[src/flash_pkg.sv]
// Purpose: shared constants and types for the program flash self-write controller
// Assumes: 32-bit classic wishbone, 8-bit registers in byte lane 0
// Notes: register offsets are byte addresses
package flash_pkg;
  // ==========================================================
  // pointer and memory geometry
  localparam int PTR_W = 22;
  localparam int LO_W = 21;
  localparam int HOLD_N = 8;
  localparam int HOLD_IDX_W = 3;
  localparam int BLK_LSB = 3;
  localparam int ROW_LSB = 6;
  localparam int BYTE_W = 8;
  localparam int WORD_W = 16;
  localparam logic [7:0] HOLD_RESET = 8'hff;
  localparam logic [7:0] KEY_FIRST = 8'h55;
  localparam logic [7:0] KEY_SECOND = 8'haa;
  // ==========================================================
  // register map
  localparam int ADR_W = 8;
  localparam logic [7:0] OFS_PTR_LOW = 8'h00;
  localparam logic [7:0] OFS_PTR_HIGH = 8'h04;
  localparam logic [7:0] OFS_PTR_UPPER = 8'h08;
  localparam logic [7:0] OFS_LATCH = 8'h0c;
  localparam logic [7:0] OFS_CTRL = 8'h10;
  localparam logic [7:0] OFS_KEY = 8'h14;
  localparam logic [7:0] OFS_STATUS = 8'h18;
  localparam int CTL_PGM = 7;
  localparam int CTL_CFG = 6;
  localparam int CTL_ERASE = 4;
  localparam int CTL_ABORT = 3;
  localparam int CTL_WRITE_ENABLE_BIT = 2;
  localparam int CTL_GO = 1;
  localparam int ST_DONE = 0;
  localparam int ST_BUSY = 1;
  localparam logic [1:0] KEY_IDLE = 2'h0;
  localparam logic [1:0] KEY_HALF = 2'h1;
  localparam logic [1:0] KEY_OPEN = 2'h2;
  // ==========================================================
  // timing
  localparam int CLK_MHZ = 200;
  localparam int PROG_TIME_US = 2000;
  localparam int PROG_CYCLES_DEF = PROG_TIME_US * CLK_MHZ;
  // ==========================================================
  // types
  typedef enum logic [1:0] {
    PTR_KEEP = 2'h0,
    PTR_POST_INC = 2'h1,
    PTR_POST_DEC = 2'h2,
    PTR_PRE_INC = 2'h3
  } ptr_mode_t;
  typedef struct packed {
    logic valid;
    logic write;
    ptr_mode_t mode;
  } tbl_cmd_t;
  typedef struct packed {
    logic rd;
    logic prog;
    logic erase;
    logic [PTR_W-1:0] addr;
    logic [HOLD_N*BYTE_W-1:0] data;
  } flash_cmd_t;

  // step only the low pointer bits, top space bit untouched
  function automatic logic [PTR_W-1:0] ptr_adjust(input logic [PTR_W-1:0] p,
                                                  input logic dec);
    logic [LO_W-1:0] lo;
    lo = dec ? p[LO_W-1:0] - {{(LO_W-1){1'b0}}, 1'b1}
             : p[LO_W-1:0] + {{(LO_W-1){1'b0}}, 1'b1};
    return {p[PTR_W-1], lo};
  endfunction
endpackage

[src/program_flash_self_write_ctrl.sv]
// Purpose: self-programming controller for on-chip program flash
// Assumes: flash answers a read with flash_rd_word one cycle after rd rises
// Notes: flash array only clears bits that are 0 in the programmed data
`timescale 1ns/1ps
// Summary of operation
// RULE_01: pointer is upper, high and low bytes joined into 22 bits.
// RULE_02: low 21 bits address program memory; top bit selects id/config space.
// RULE_03: table ops keep, post-increment, post-decrement or pre-increment the pointer.
// RULE_04: auto increment and decrement touch only the low 21 pointer bits.
// RULE_05: table read uses all 22 bits and copies the byte to the latch.
// RULE_06: table write stores the latch in holding register picked by bits 2:0.
// RULE_07: programming writes holding registers to 8-byte block at bits 21:3.
// RULE_08: row erase clears 64-byte block at bits 21:6, ignoring bits 5:0.
// RULE_09: memory is 16-bit words; address bit 0 picks high or low byte.
// RULE_10: self erase is always a 64-byte row; no word or bulk erase.
// RULE_11: core loads row address and sets selects and erase before erasing.
// RULE_12: core writes 55h then aah to the key register, then sets go.
// RULE_13: core stalls during timed operation; internal timer ends it after 2 ms.
// RULE_14: smallest programming unit is 8 bytes; no word or byte programming.
// RULE_15: table writes only load holding registers; control write starts programming.
// RULE_16: holding registers reset to ffh on reset and after programming.
// RULE_17: ffh byte leaves target unchanged; programming only clears bits.
// RULE_18: software can set go but not clear it; hardware clears at completion.
// RULE_19: completion sets done flag, held until software clears it.
// RULE_20: reset mid-operation or improper start sets abort flag; selects kept.
// RULE_21: write enable is clear after power-up; nothing starts without it.
// RULE_22: go ignored unless write enable set and both keys came just before.
module program_flash_self_write_ctrl #(
  parameter int PROG_CYCLES = flash_pkg::PROG_CYCLES_DEF
) (
  input wire logic clk, // 200 MHz clock
  input wire logic arst_n, // power-on reset, active low
  input wire logic dev_rst_req, // synchronous device reset request
  input wire logic wb_cyc_i, // wishbone cycle
  input wire logic wb_stb_i, // wishbone strobe
  input wire logic wb_we_i, // wishbone write
  input wire logic [flash_pkg::ADR_W-1:0] wb_adr_i, // byte address
  input wire logic [3:0] wb_sel_i, // byte lane selects
  input wire logic [31:0] wb_dat_i, // write data
  output logic [31:0] wb_dat_o, // read data
  output logic wb_ack_o, // acknowledge
  input wire flash_pkg::tbl_cmd_t tbl_cmd, // table operation from core
  output logic tbl_done, // table operation finished
  output logic core_stall, // core halted by timed operation
  output flash_pkg::flash_cmd_t flash_cmd, // command to flash array
  input wire logic [flash_pkg::WORD_W-1:0] flash_rd_word // addressed flash word
);
  localparam int CNT_W = $clog2(PROG_CYCLES + 1);
  localparam logic [CNT_W-1:0] CNT_LAST = CNT_W'(PROG_CYCLES - 1);

  typedef enum logic [3:0] {
    S_IDLE = 4'b0001,
    S_RD_WAIT = 4'b0010,
    S_RD_TAKE = 4'b0100,
    S_TIMED = 4'b1000
  } fsm_t;

  fsm_t state_reg;
  logic ack_reg;
  logic [31:0] rdata_reg;
  logic [31:0] rdata_next;
  logic [7:0] latch_reg;
  logic [7:0] hold_reg [flash_pkg::HOLD_N];
  logic pgm_reg, cfg_reg, erase_reg, abort_reg, write_enable_bit_reg, go_reg;
  logic done_reg;
  logic [1:0] key_reg;
  logic [CNT_W-1:0] cnt_reg;
  logic tbl_done_reg;
  logic stall_reg;
  flash_pkg::flash_cmd_t fcmd_reg;
  logic [flash_pkg::HOLD_N*flash_pkg::BYTE_W-1:0] hold_flat;
  logic [flash_pkg::PTR_W-1:0] ptr, eff_ptr;
  logic wr_fire, lane0, tbl_take, go_req, go_ok, finish;
  logic [2:0] ptr_we;

  // ==========================================================
  // wishbone slave: ack one cycle after request, write on the ack edge
  assign wr_fire = wb_cyc_i && wb_stb_i && wb_we_i && ack_reg;
  assign lane0 = wb_sel_i[0];
  assign ptr_we[0] = wr_fire && lane0 && (wb_adr_i == flash_pkg::OFS_PTR_LOW);
  assign ptr_we[1] = wr_fire && lane0 && (wb_adr_i == flash_pkg::OFS_PTR_HIGH);
  assign ptr_we[2] = wr_fire && lane0 && (wb_adr_i == flash_pkg::OFS_PTR_UPPER);
  assign go_req = wr_fire && lane0 && (wb_adr_i == flash_pkg::OFS_CTRL)
               && wb_dat_i[flash_pkg::CTL_GO] && !go_reg;
  assign go_ok = go_req && write_enable_bit_reg && (key_reg == flash_pkg::KEY_OPEN)
              && (state_reg == S_IDLE); // RULE_22 RULE_21
  assign tbl_take = tbl_cmd.valid && (state_reg == S_IDLE) && !dev_rst_req && !tbl_done_reg;
  assign finish = (state_reg == S_TIMED) && (cnt_reg == '0); // RULE_13

  always_ff @(posedge clk or negedge arst_n) begin
    if (!arst_n) begin
      ack_reg <= 1'b0;
    end else begin
      ack_reg <= wb_cyc_i && wb_stb_i && !ack_reg;
    end
  end

  always_comb begin
    rdata_next = '0;
    unique case (wb_adr_i)
      flash_pkg::OFS_PTR_LOW: rdata_next[7:0] = ptr[7:0];
      flash_pkg::OFS_PTR_HIGH: rdata_next[7:0] = ptr[15:8];
      flash_pkg::OFS_PTR_UPPER: rdata_next[5:0] = ptr[flash_pkg::PTR_W-1:16];
      flash_pkg::OFS_LATCH: rdata_next[7:0] = latch_reg;
      flash_pkg::OFS_CTRL: begin
        rdata_next[flash_pkg::CTL_PGM] = pgm_reg;
        rdata_next[flash_pkg::CTL_CFG] = cfg_reg;
        rdata_next[flash_pkg::CTL_ERASE] = erase_reg;
        rdata_next[flash_pkg::CTL_ABORT] = abort_reg;
        rdata_next[flash_pkg::CTL_WRITE_ENABLE_BIT] = write_enable_bit_reg;
        rdata_next[flash_pkg::CTL_GO] = go_reg;
      end
      flash_pkg::OFS_STATUS: begin
        rdata_next[flash_pkg::ST_DONE] = done_reg;
        rdata_next[flash_pkg::ST_BUSY] = (state_reg == S_TIMED);
      end
      default: rdata_next = '0;
    endcase
  end

  always_ff @(posedge clk or negedge arst_n) begin
    if (!arst_n) begin
      rdata_reg <= '0;
    end else if (wb_cyc_i && wb_stb_i && !ack_reg) begin
      rdata_reg <= rdata_next;
    end
  end

  // ==========================================================
  // table pointer
  table_pointer_unit u_ptr (
    .clk(clk),
    .arst_n(arst_n),
    .byte_we(ptr_we),
    .byte_wdata(wb_dat_i[7:0]),
    .step_en(tbl_take),
    .step_mode(tbl_cmd.mode),
    .ptr(ptr),
    .eff_ptr(eff_ptr)
  );

  // ==========================================================
  // sequencer
  always_ff @(posedge clk or negedge arst_n) begin
    if (!arst_n) begin
      state_reg <= S_IDLE;
    end else if (dev_rst_req) begin
      state_reg <= S_IDLE;
    end else begin
      unique case (state_reg)
        S_IDLE: begin
          if (go_ok) state_reg <= S_TIMED;
          else if (tbl_take && !tbl_cmd.write) state_reg <= S_RD_WAIT;
        end
        S_RD_WAIT: state_reg <= S_RD_TAKE;
        S_RD_TAKE: state_reg <= S_IDLE;
        S_TIMED: if (finish) state_reg <= S_IDLE;
        default: state_reg <= S_IDLE;
      endcase
    end
  end

  // self timer, loaded at start
  always_ff @(posedge clk or negedge arst_n) begin
    if (!arst_n) begin
      cnt_reg <= '0;
    end else if (go_ok) begin
      cnt_reg <= CNT_LAST; // RULE_13
    end else if (state_reg == S_TIMED && cnt_reg != '0) begin
      cnt_reg <= cnt_reg - 1'b1;
    end
  end

  always_ff @(posedge clk or negedge arst_n) begin
    if (!arst_n) begin
      stall_reg <= 1'b0;
    end else begin
      stall_reg <= !dev_rst_req && (go_ok || (state_reg == S_TIMED && !finish)); // RULE_13
    end
  end

  always_ff @(posedge clk or negedge arst_n) begin
    if (!arst_n) begin
      tbl_done_reg <= 1'b0;
    end else begin
      tbl_done_reg <= (tbl_take && tbl_cmd.write)
                   || (state_reg == S_RD_TAKE && !dev_rst_req);
    end
  end

  // ==========================================================
  // flash command: read full pointer, program block, erase row
  always_ff @(posedge clk or negedge arst_n) begin
    if (!arst_n) begin
      fcmd_reg <= '0;
    end else if (dev_rst_req || finish) begin
      fcmd_reg.prog <= 1'b0;
      fcmd_reg.erase <= 1'b0;
      fcmd_reg.rd <= 1'b0;
    end else if (go_ok) begin
      fcmd_reg.prog <= !erase_reg; // RULE_15 RULE_14
      fcmd_reg.erase <= erase_reg; // RULE_10
      if (erase_reg) begin
        fcmd_reg.addr <= {ptr[flash_pkg::PTR_W-1:flash_pkg::ROW_LSB],
                          {flash_pkg::ROW_LSB{1'b0}}}; // RULE_08 RULE_10
      end else begin
        fcmd_reg.addr <= {ptr[flash_pkg::PTR_W-1:flash_pkg::BLK_LSB],
                          {flash_pkg::BLK_LSB{1'b0}}}; // RULE_07
      end
      fcmd_reg.data <= hold_flat; // RULE_17
    end else if (tbl_take && !tbl_cmd.write) begin
      fcmd_reg.rd <= 1'b1;
      fcmd_reg.addr <= eff_ptr; // RULE_05 RULE_02
    end else if (state_reg == S_RD_TAKE) begin
      fcmd_reg.rd <= 1'b0;
    end
  end

  // table latch: hardware read wins over a bus write
  always_ff @(posedge clk or negedge arst_n) begin
    if (!arst_n) begin
      latch_reg <= '0;
    end else if (state_reg == S_RD_TAKE && !dev_rst_req) begin
      latch_reg <= fcmd_reg.addr[0] ? flash_rd_word[15:8] : flash_rd_word[7:0]; // RULE_09 RULE_05
    end else if (wr_fire && lane0 && wb_adr_i == flash_pkg::OFS_LATCH) begin
      latch_reg <= wb_dat_i[7:0];
    end
  end

  // ==========================================================
  // holding registers
  always_ff @(posedge clk or negedge arst_n) begin
    if (!arst_n) begin
      for (int i = 0; i < flash_pkg::HOLD_N; i++) hold_reg[i] <= flash_pkg::HOLD_RESET; // RULE_16
    end else if (dev_rst_req || (finish && fcmd_reg.prog)) begin
      for (int i = 0; i < flash_pkg::HOLD_N; i++) hold_reg[i] <= flash_pkg::HOLD_RESET; // RULE_16
    end else if (tbl_take && tbl_cmd.write) begin
      hold_reg[eff_ptr[flash_pkg::HOLD_IDX_W-1:0]] <= latch_reg; // RULE_06 RULE_15
    end
  end

  always_comb begin
    for (int i = 0; i < flash_pkg::HOLD_N; i++) begin
      hold_flat[i*flash_pkg::BYTE_W +: flash_pkg::BYTE_W] = hold_reg[i];
    end
  end

  // ==========================================================
  // control register and unlock key
  always_ff @(posedge clk or negedge arst_n) begin
    if (!arst_n) begin
      key_reg <= flash_pkg::KEY_IDLE;
    end else if (dev_rst_req) begin
      key_reg <= flash_pkg::KEY_IDLE;
    end else if (wr_fire) begin
      if (lane0 && wb_adr_i == flash_pkg::OFS_KEY) begin
        if (wb_dat_i[7:0] == flash_pkg::KEY_FIRST) key_reg <= flash_pkg::KEY_HALF; // RULE_22
        else if (wb_dat_i[7:0] == flash_pkg::KEY_SECOND && key_reg == flash_pkg::KEY_HALF)
          key_reg <= flash_pkg::KEY_OPEN; // RULE_22
        else key_reg <= flash_pkg::KEY_IDLE;
      end else begin
        key_reg <= flash_pkg::KEY_IDLE; // RULE_22
      end
    end
  end

  always_ff @(posedge clk or negedge arst_n) begin
    if (!arst_n) begin
      pgm_reg <= 1'b0;
      cfg_reg <= 1'b0;
    end else if (wr_fire && lane0 && wb_adr_i == flash_pkg::OFS_CTRL) begin
      pgm_reg <= wb_dat_i[flash_pkg::CTL_PGM];
      cfg_reg <= wb_dat_i[flash_pkg::CTL_CFG];
    end
  end

  always_ff @(posedge clk or negedge arst_n) begin
    if (!arst_n) begin
      write_enable_bit_reg <= 1'b0; // RULE_21
      erase_reg <= 1'b0;
    end else if (dev_rst_req) begin
      write_enable_bit_reg <= 1'b0;
      erase_reg <= 1'b0;
    end else if (finish && fcmd_reg.erase) begin
      erase_reg <= 1'b0;
    end else if (wr_fire && lane0 && wb_adr_i == flash_pkg::OFS_CTRL) begin
      write_enable_bit_reg <= wb_dat_i[flash_pkg::CTL_WRITE_ENABLE_BIT];
      erase_reg <= wb_dat_i[flash_pkg::CTL_ERASE];
    end
  end

  always_ff @(posedge clk or negedge arst_n) begin
    if (!arst_n) begin
      go_reg <= 1'b0;
    end else if (dev_rst_req || finish) begin
      go_reg <= 1'b0; // RULE_18
    end else if (go_ok) begin
      go_reg <= 1'b1; // RULE_18
    end
  end

  // set at start and on improper start, cleared by completion; survives dev reset
  always_ff @(posedge clk or negedge arst_n) begin
    if (!arst_n) begin
      abort_reg <= 1'b0;
    end else if (go_req) begin
      abort_reg <= 1'b1; // RULE_20
    end else if (finish && !dev_rst_req) begin
      abort_reg <= 1'b0;
    end else if (wr_fire && lane0 && wb_adr_i == flash_pkg::OFS_CTRL) begin
      abort_reg <= wb_dat_i[flash_pkg::CTL_ABORT];
    end
  end

  // done flag: write one to clear, set wins
  always_ff @(posedge clk or negedge arst_n) begin
    if (!arst_n) begin
      done_reg <= 1'b0;
    end else if (finish && !dev_rst_req) begin
      done_reg <= 1'b1; // RULE_19
    end else if (wr_fire && lane0 && wb_adr_i == flash_pkg::OFS_STATUS
                 && wb_dat_i[flash_pkg::ST_DONE]) begin
      done_reg <= 1'b0;
    end
  end

  assign wb_ack_o = ack_reg;
  assign wb_dat_o = rdata_reg;
  assign tbl_done = tbl_done_reg;
  assign core_stall = stall_reg;
  assign flash_cmd = fcmd_reg;

  logic [CNT_W-1:0] len_reg;
  always_ff @(posedge clk or negedge arst_n) begin
    if (!arst_n) len_reg <= '0;
    else if (state_reg != S_TIMED) len_reg <= '0;
    else len_reg <= len_reg + 1'b1;
  end
endmodule

[src/table_pointer_unit.sv]
// Purpose: 22-bit table pointer built of three byte registers with auto update
// Assumes: step_en is a one-cycle pulse per accepted table operation
// Notes: a bus write to a byte wins over a step in the same cycle
`timescale 1ns/1ps
module table_pointer_unit (
  input wire logic clk, // system clock
  input wire logic arst_n, // async reset, active low
  input wire logic [2:0] byte_we, // write strobes: low, high, upper
  input wire logic [7:0] byte_wdata, // byte written by software
  input wire logic step_en, // table operation accepted
  input wire flash_pkg::ptr_mode_t step_mode, // pointer action
  output logic [flash_pkg::PTR_W-1:0] ptr, // current pointer
  output logic [flash_pkg::PTR_W-1:0] eff_ptr // address used by this access
);
  logic [flash_pkg::PTR_W-1:0] ptr_reg;
  logic [flash_pkg::PTR_W-1:0] ptr_next;

  assign ptr = ptr_reg;
  assign eff_ptr = (step_mode == flash_pkg::PTR_PRE_INC)
                 ? flash_pkg::ptr_adjust(ptr_reg, 1'b0) : ptr_reg; // RULE_03

  always_comb begin
    ptr_next = ptr_reg;
    if (step_en) begin
      unique case (step_mode)
        flash_pkg::PTR_KEEP: ptr_next = ptr_reg; // RULE_03
        flash_pkg::PTR_POST_INC: ptr_next = flash_pkg::ptr_adjust(ptr_reg, 1'b0); // RULE_04
        flash_pkg::PTR_POST_DEC: ptr_next = flash_pkg::ptr_adjust(ptr_reg, 1'b1); // RULE_04
        flash_pkg::PTR_PRE_INC: ptr_next = flash_pkg::ptr_adjust(ptr_reg, 1'b0); // RULE_03
      endcase
    end
    // three bytes joined into one pointer
    if (byte_we[0]) ptr_next[7:0] = byte_wdata; // RULE_01
    if (byte_we[1]) ptr_next[15:8] = byte_wdata; // RULE_01
    if (byte_we[2]) ptr_next[flash_pkg::PTR_W-1:16] = byte_wdata[5:0]; // RULE_01
  end

  always_ff @(posedge clk or negedge arst_n) begin
    if (!arst_n) begin
      ptr_reg <= '0;
    end else begin
      ptr_reg <= ptr_next;
    end
  end
endmodule
[config.mk]
export PLATFORM = sky130hd
export DESIGN_NAME = program_flash_self_write_ctrl
export DESIGN_NICKNAME = d
export VERILOG_FILES = /design/src/flash_pkg.sv /design/src/program_flash_self_write_ctrl.sv /design/src/table_pointer_unit.sv
export SDC_FILE = /design/constraint.sdc
export NUM_CORES = 1
export LEC_CHECK = 0
export CAP_MARGIN = 20
export CORE_UTILIZATION = 42
export DETAILED_ROUTE_END_ITERATION = 10
export DONT_BUFFER_PORTS = 1
export HOLD_SLACK_MARGIN = 0.12
export PLACE_DENSITY = 0.64
export SLEW_MARGIN = 10
export SYNTH_ARGS = -nofsm -noshare
export SYNTH_HDL_FRONTEND = slang
export SYNTH_SLANG_ARGS = --single-unit
[constraint.sdc]
create_clock -name clk -period 3.3 [get_ports clk]
set_input_delay 0.33 -clock clk [delete_from_list [all_inputs] [get_ports clk]]
set_output_delay 0.33 -clock clk [all_outputs]
set_load 0.02 [all_outputs]
==> run_results.csv <==
group,metric,value,unit
cells_and_area,design.final.nets,1289,
clock_tree,tritoncts,"done",
clock_tree,tritoncts.num_buffers,25,
outcome,violated_checks,"negative hold slack",
floorplan,chipWidth,164.8,um
placement,post-dp-hpwl,19640,um
placement,pre_cts_slack,0.6598,ns
clock_tree,cts.htree.levels,1,
outcome,run_status,"finished, violations left",
clock_tree,clock_root_buffer,"sky130_fd_sc_hd__clkbuf_16",
floorplan,die_area,27140,um2
placement,gp_routability_congestion,0.9078,
power_and_ir_drop,vdd.ir_drop.worst,0.5426,mV
floorplan,die_h,164.8,um
job,max-cap-violations,0,
clock_tree,worst_setup_hold_path_clk_slew,0.06,ns
clock_tree,cts_repair_resize_count,0,
synthesis,post_synth_inst_count,1219,
timing,fin_skew,0.01237,ns
timing,max-slew-margin-rel,0.2515,
power_and_ir_drop,internal_power,0.005237,W
floorplan,design.core.area,25980,um2
drt,via_count,8570,
synthesis,async_s_r_ff_share_synth,1.000,
power_and_ir_drop,netSwitchingPower,0.002235,W
cells_and_area,layoutNonFillerInstCount,1569,
power_and_ir_drop,share_seq_of_total_power,0.468,
clock_tree,cts-root-to-sink-buffers,3,
global_route,first_global_vias,8427,
clock_tree,sink_count,226,
power_and_ir_drop,leakage,5.476,nW
timing,report.final.slew_viol_count,0,
drt,antenna_left,0,
timing,setup-violations-final,0,
drt,wire_per_inst,19.02,um
hold_path,hold_path_class,"input port to async pin",
synthesis,edff_count_synth,0,
power_and_ir_drop,share_of_total_power_in_the_clock_network,0.388,
cells_and_area,drive_above_1_share,0.1305,
timing,tightest_slew,1.119,ns
global_route,wire_length_of_the_first_global_routing_pass,46940,um
setup_path,critPathArrivalTime,3.10,ns
cells_and_area,multiInputGateArea,4913,um2
drt,detail_route.vias_per_cell,5.462,
synthesis,synth_top_flop_cell,"sky130_fd_sc_hd__dfrtp_1",
timing,post-route-min-period,2.651,ns
cells_and_area,layout-area-overhead-vs-synth,12.15,%
floorplan,floorplan.initialDensity,0.4282,
drt,finalWirelength,29840,um
setup_path,critical_path.startpoint_type,"flip-flop",
placement,place_inst,1496,
floorplan,design.portCount,194,
clock_tree,clock_insertion_delay_worst_skew,0.54,ns
timing,grt_setup_unrepaired,"no",
timing,final.setup.worst_slack,0.6493,ns
timing,maximum_clock_frequency,0.3773,GHz
drt,first_iter_violations,703,
clock_tree,cts_hold_repair.buffers,28,
clock_tree,cts_setup_buffers,0,
cells_and_area,ff_latch_area,5737,um2
setup_path,critPathMaxFanout,44,
placement,place.port_buffers,0,
setup_path,timing.setup.critical_path_class,"flip-flop to flip-flop",
drt,drt_drc_violations_left,0,
synthesis,post_synth_instance_area,11130,um2
global_route,grt_antenna_before_repair,0,
synthesis,synth.lib_cells_used.distinct,71,
setup_path,cp-end-kind,"flip-flop",
synthesis,synth-warning-count,0,
timing,finalHoldViolCount,226,
drt,dr.pass1.iters,5,
timing,period_share,0.8032,
global_route,groute.usage.overall,0.2229,
setup_path,worst_r2r_path_depth,7,
power_and_ir_drop,power.total,0.007473,W
timing,timing.setup.tns,0,ns
synthesis,yosysSeqAreaShare,0.5156,
timing,hold_slack,-0.5052,ns
cells_and_area,max_reg_flops,89,
floorplan,placement_rows,59,
cells_and_area,fillers,2491,
power_and_ir_drop,switching_share,0.2991,
global_route,grt_max_degree,227,
synthesis,synth_area_per_cell,9.127,um2
power_and_ir_drop,power_density,598.9,nW/um2
global_route,grt_ovf,0,
cells_and_area,diodes,0,
setup_path,cp.required,3.75,ns
power_and_ir_drop,combinationalPowerShare,0.144,
synthesis,yosys_register_bits,226,
==> worst max-delay path, stage by stage (launching register included) <==
cell and delay [ns]:
sky130_fd_sc_hd__dfrtp_1 0.40, sky130_fd_sc_hd__inv_1 0.07, sky130_fd_sc_hd__ha_1 0.23, sky130_fd_sc_hd__nor4b_1 0.16, sky130_fd_sc_hd__and4_1 0.32, sky130_fd_sc_hd__a21oi_4 0.83
sky130_fd_sc_hd__buf_4 0.41, sky130_fd_sc_hd__o21ai_1 0.11
==> layout by cell type, fill, tap and decap left out, types with 25 or more instances in the layout <==
master                            n
sky130_fd_sc_hd__nand2_1        280
sky130_fd_sc_hd__nor2_1         131
sky130_fd_sc_hd__clkbuf_16       25
sky130_fd_sc_hd__nor3_1          57
sky130_fd_sc_hd__mux2i_1         61
sky130_fd_sc_hd__nand3_1         26
sky130_fd_sc_hd__o21ai_0         44
sky130_fd_sc_hd__xnor2_1         35
sky130_fd_sc_hd__buf_4           28
sky130_fd_sc_hd__dlygate4sd3_1   28
sky130_fd_sc_hd__a21oi_1         57
sky130_fd_sc_hd__dfstp_2         65
sky130_fd_sc_hd__dfrtp_1        161
==> per-layer routing <==
layer  wire length [um]  track usage
met5                  0            0
met3               2010      0.03943
met4                762      0.05796
met2              14160       0.3722
met1              12910       0.2979
==> metrics by stage <==
| step | area (um2) | utilization |
|---|---|---|
| CTS | 12480 | 0.4802 |
| detailed placement | 11330 | 0.4362 |
| floorplan | 11210 | - |
| finish | 12480 | 0.4802 |
| global placement | 11330 | 0.4362 |
| global route | 12480 | 0.4802 |
==> power by group through the flow <==
stage | clock network, W | registers, W | logic [W]
2_1_floorplan | 0 | 0.00327 | 0.000950
3_3_place_gp | 0 | 0.00354 | 0.000978
3_5_place_dp | 0 | 0.00354 | 0.000988
4_1_cts | 0.00296 | 0.00350 | 0.00107
5_1_grt | 0.00305 | 0.00353 | 0.00118
6_report | 0.00290 | 0.00350 | 0.00108
==> cell families (layout without fill, tap and decap cells) <==
logic type | count (synthesis) | after routing | synth area share
compound gates | 153 | 153 | 0.08008
simple gates | 600 | 600 | 0.2466
flops | 226 | 226 | 0.5156
mux | 69 | 69 | 0.06399
xor+xnor | 48 | 48 | 0.03779
fa+ha+maj | 3 | 3 | 0.003374
other cells | 1 | 24 | 0.0003371
buf+inv | 119 | 111 | 0.05218
==> final timing paths <==
check | start | to | slack [ns]
setup / recovery | cnt_reg[0]$_DFFE_PN0P_ | hold_flat[57]$_DFFE_PN1P_ | 0.65
hold / removal | arst_n | flash_cmd[46]$_DFFE_PN0P_ | -0.51
setup reg to reg | cnt_reg[0]$_DFFE_PN0P_ | hold_flat[57]$_DFFE_PN1P_ | 0.65
hold reg to reg | hold_flat[8]$_DFFE_PN1P_ | flash_cmd[8]$_DFFE_PN0P_ | 0.49
max in group asynchronous | arst_n | hold_flat[63]$_DFFE_PN1P_ | 3.46
min in group clk | wb_dat_i[5] | key_reg[0]$_DFFE_PN0P_ | 0.14
==> synth_stat cells, types with 13 or more instances <==
master / count / share of area
sky130_fd_sc_hd__nor4_1: 14 / 0.0079
sky130_fd_sc_hd__nor3_1: 57 / 0.026
sky130_fd_sc_hd__xor2_1: 13 / 0.010
sky130_fd_sc_hd__o21ai_0: 44 / 0.020
sky130_fd_sc_hd__nor2_1: 131 / 0.044
sky130_fd_sc_hd__buf_2: 23 / 0.010
sky130_fd_sc_hd__dfstp_2: 65 / 0.15
sky130_fd_sc_hd__dfrtp_1: 161 / 0.36
sky130_fd_sc_hd__a21oi_1: 58 / 0.026
sky130_fd_sc_hd__xnor2_1: 35 / 0.028
sky130_fd_sc_hd__buf_4: 24 / 0.016
sky130_fd_sc_hd__mux2i_1: 61 / 0.055
sky130_fd_sc_hd__nand4_1: 13 / 0.0073
sky130_fd_sc_hd__or3_1: 14 / 0.0079
sky130_fd_sc_hd__clkbuf_1: 51 / 0.017
sky130_fd_sc_hd__nand2_1: 280 / 0.094
sky130_fd_sc_hd__nand3_1: 26 / 0.012
==> area by class of cell <==
type,count,area share
clock inverters,6,0.007621
well taps,335,0.03359
multi-input cells,897,0.3938
repair buffers,57,0.04091
clock buffers,39,0.06157
inverters,9,0.002708
flip-flops and latches,226,0.4598
Note: power is estimated with default switching activity, not from simulation.
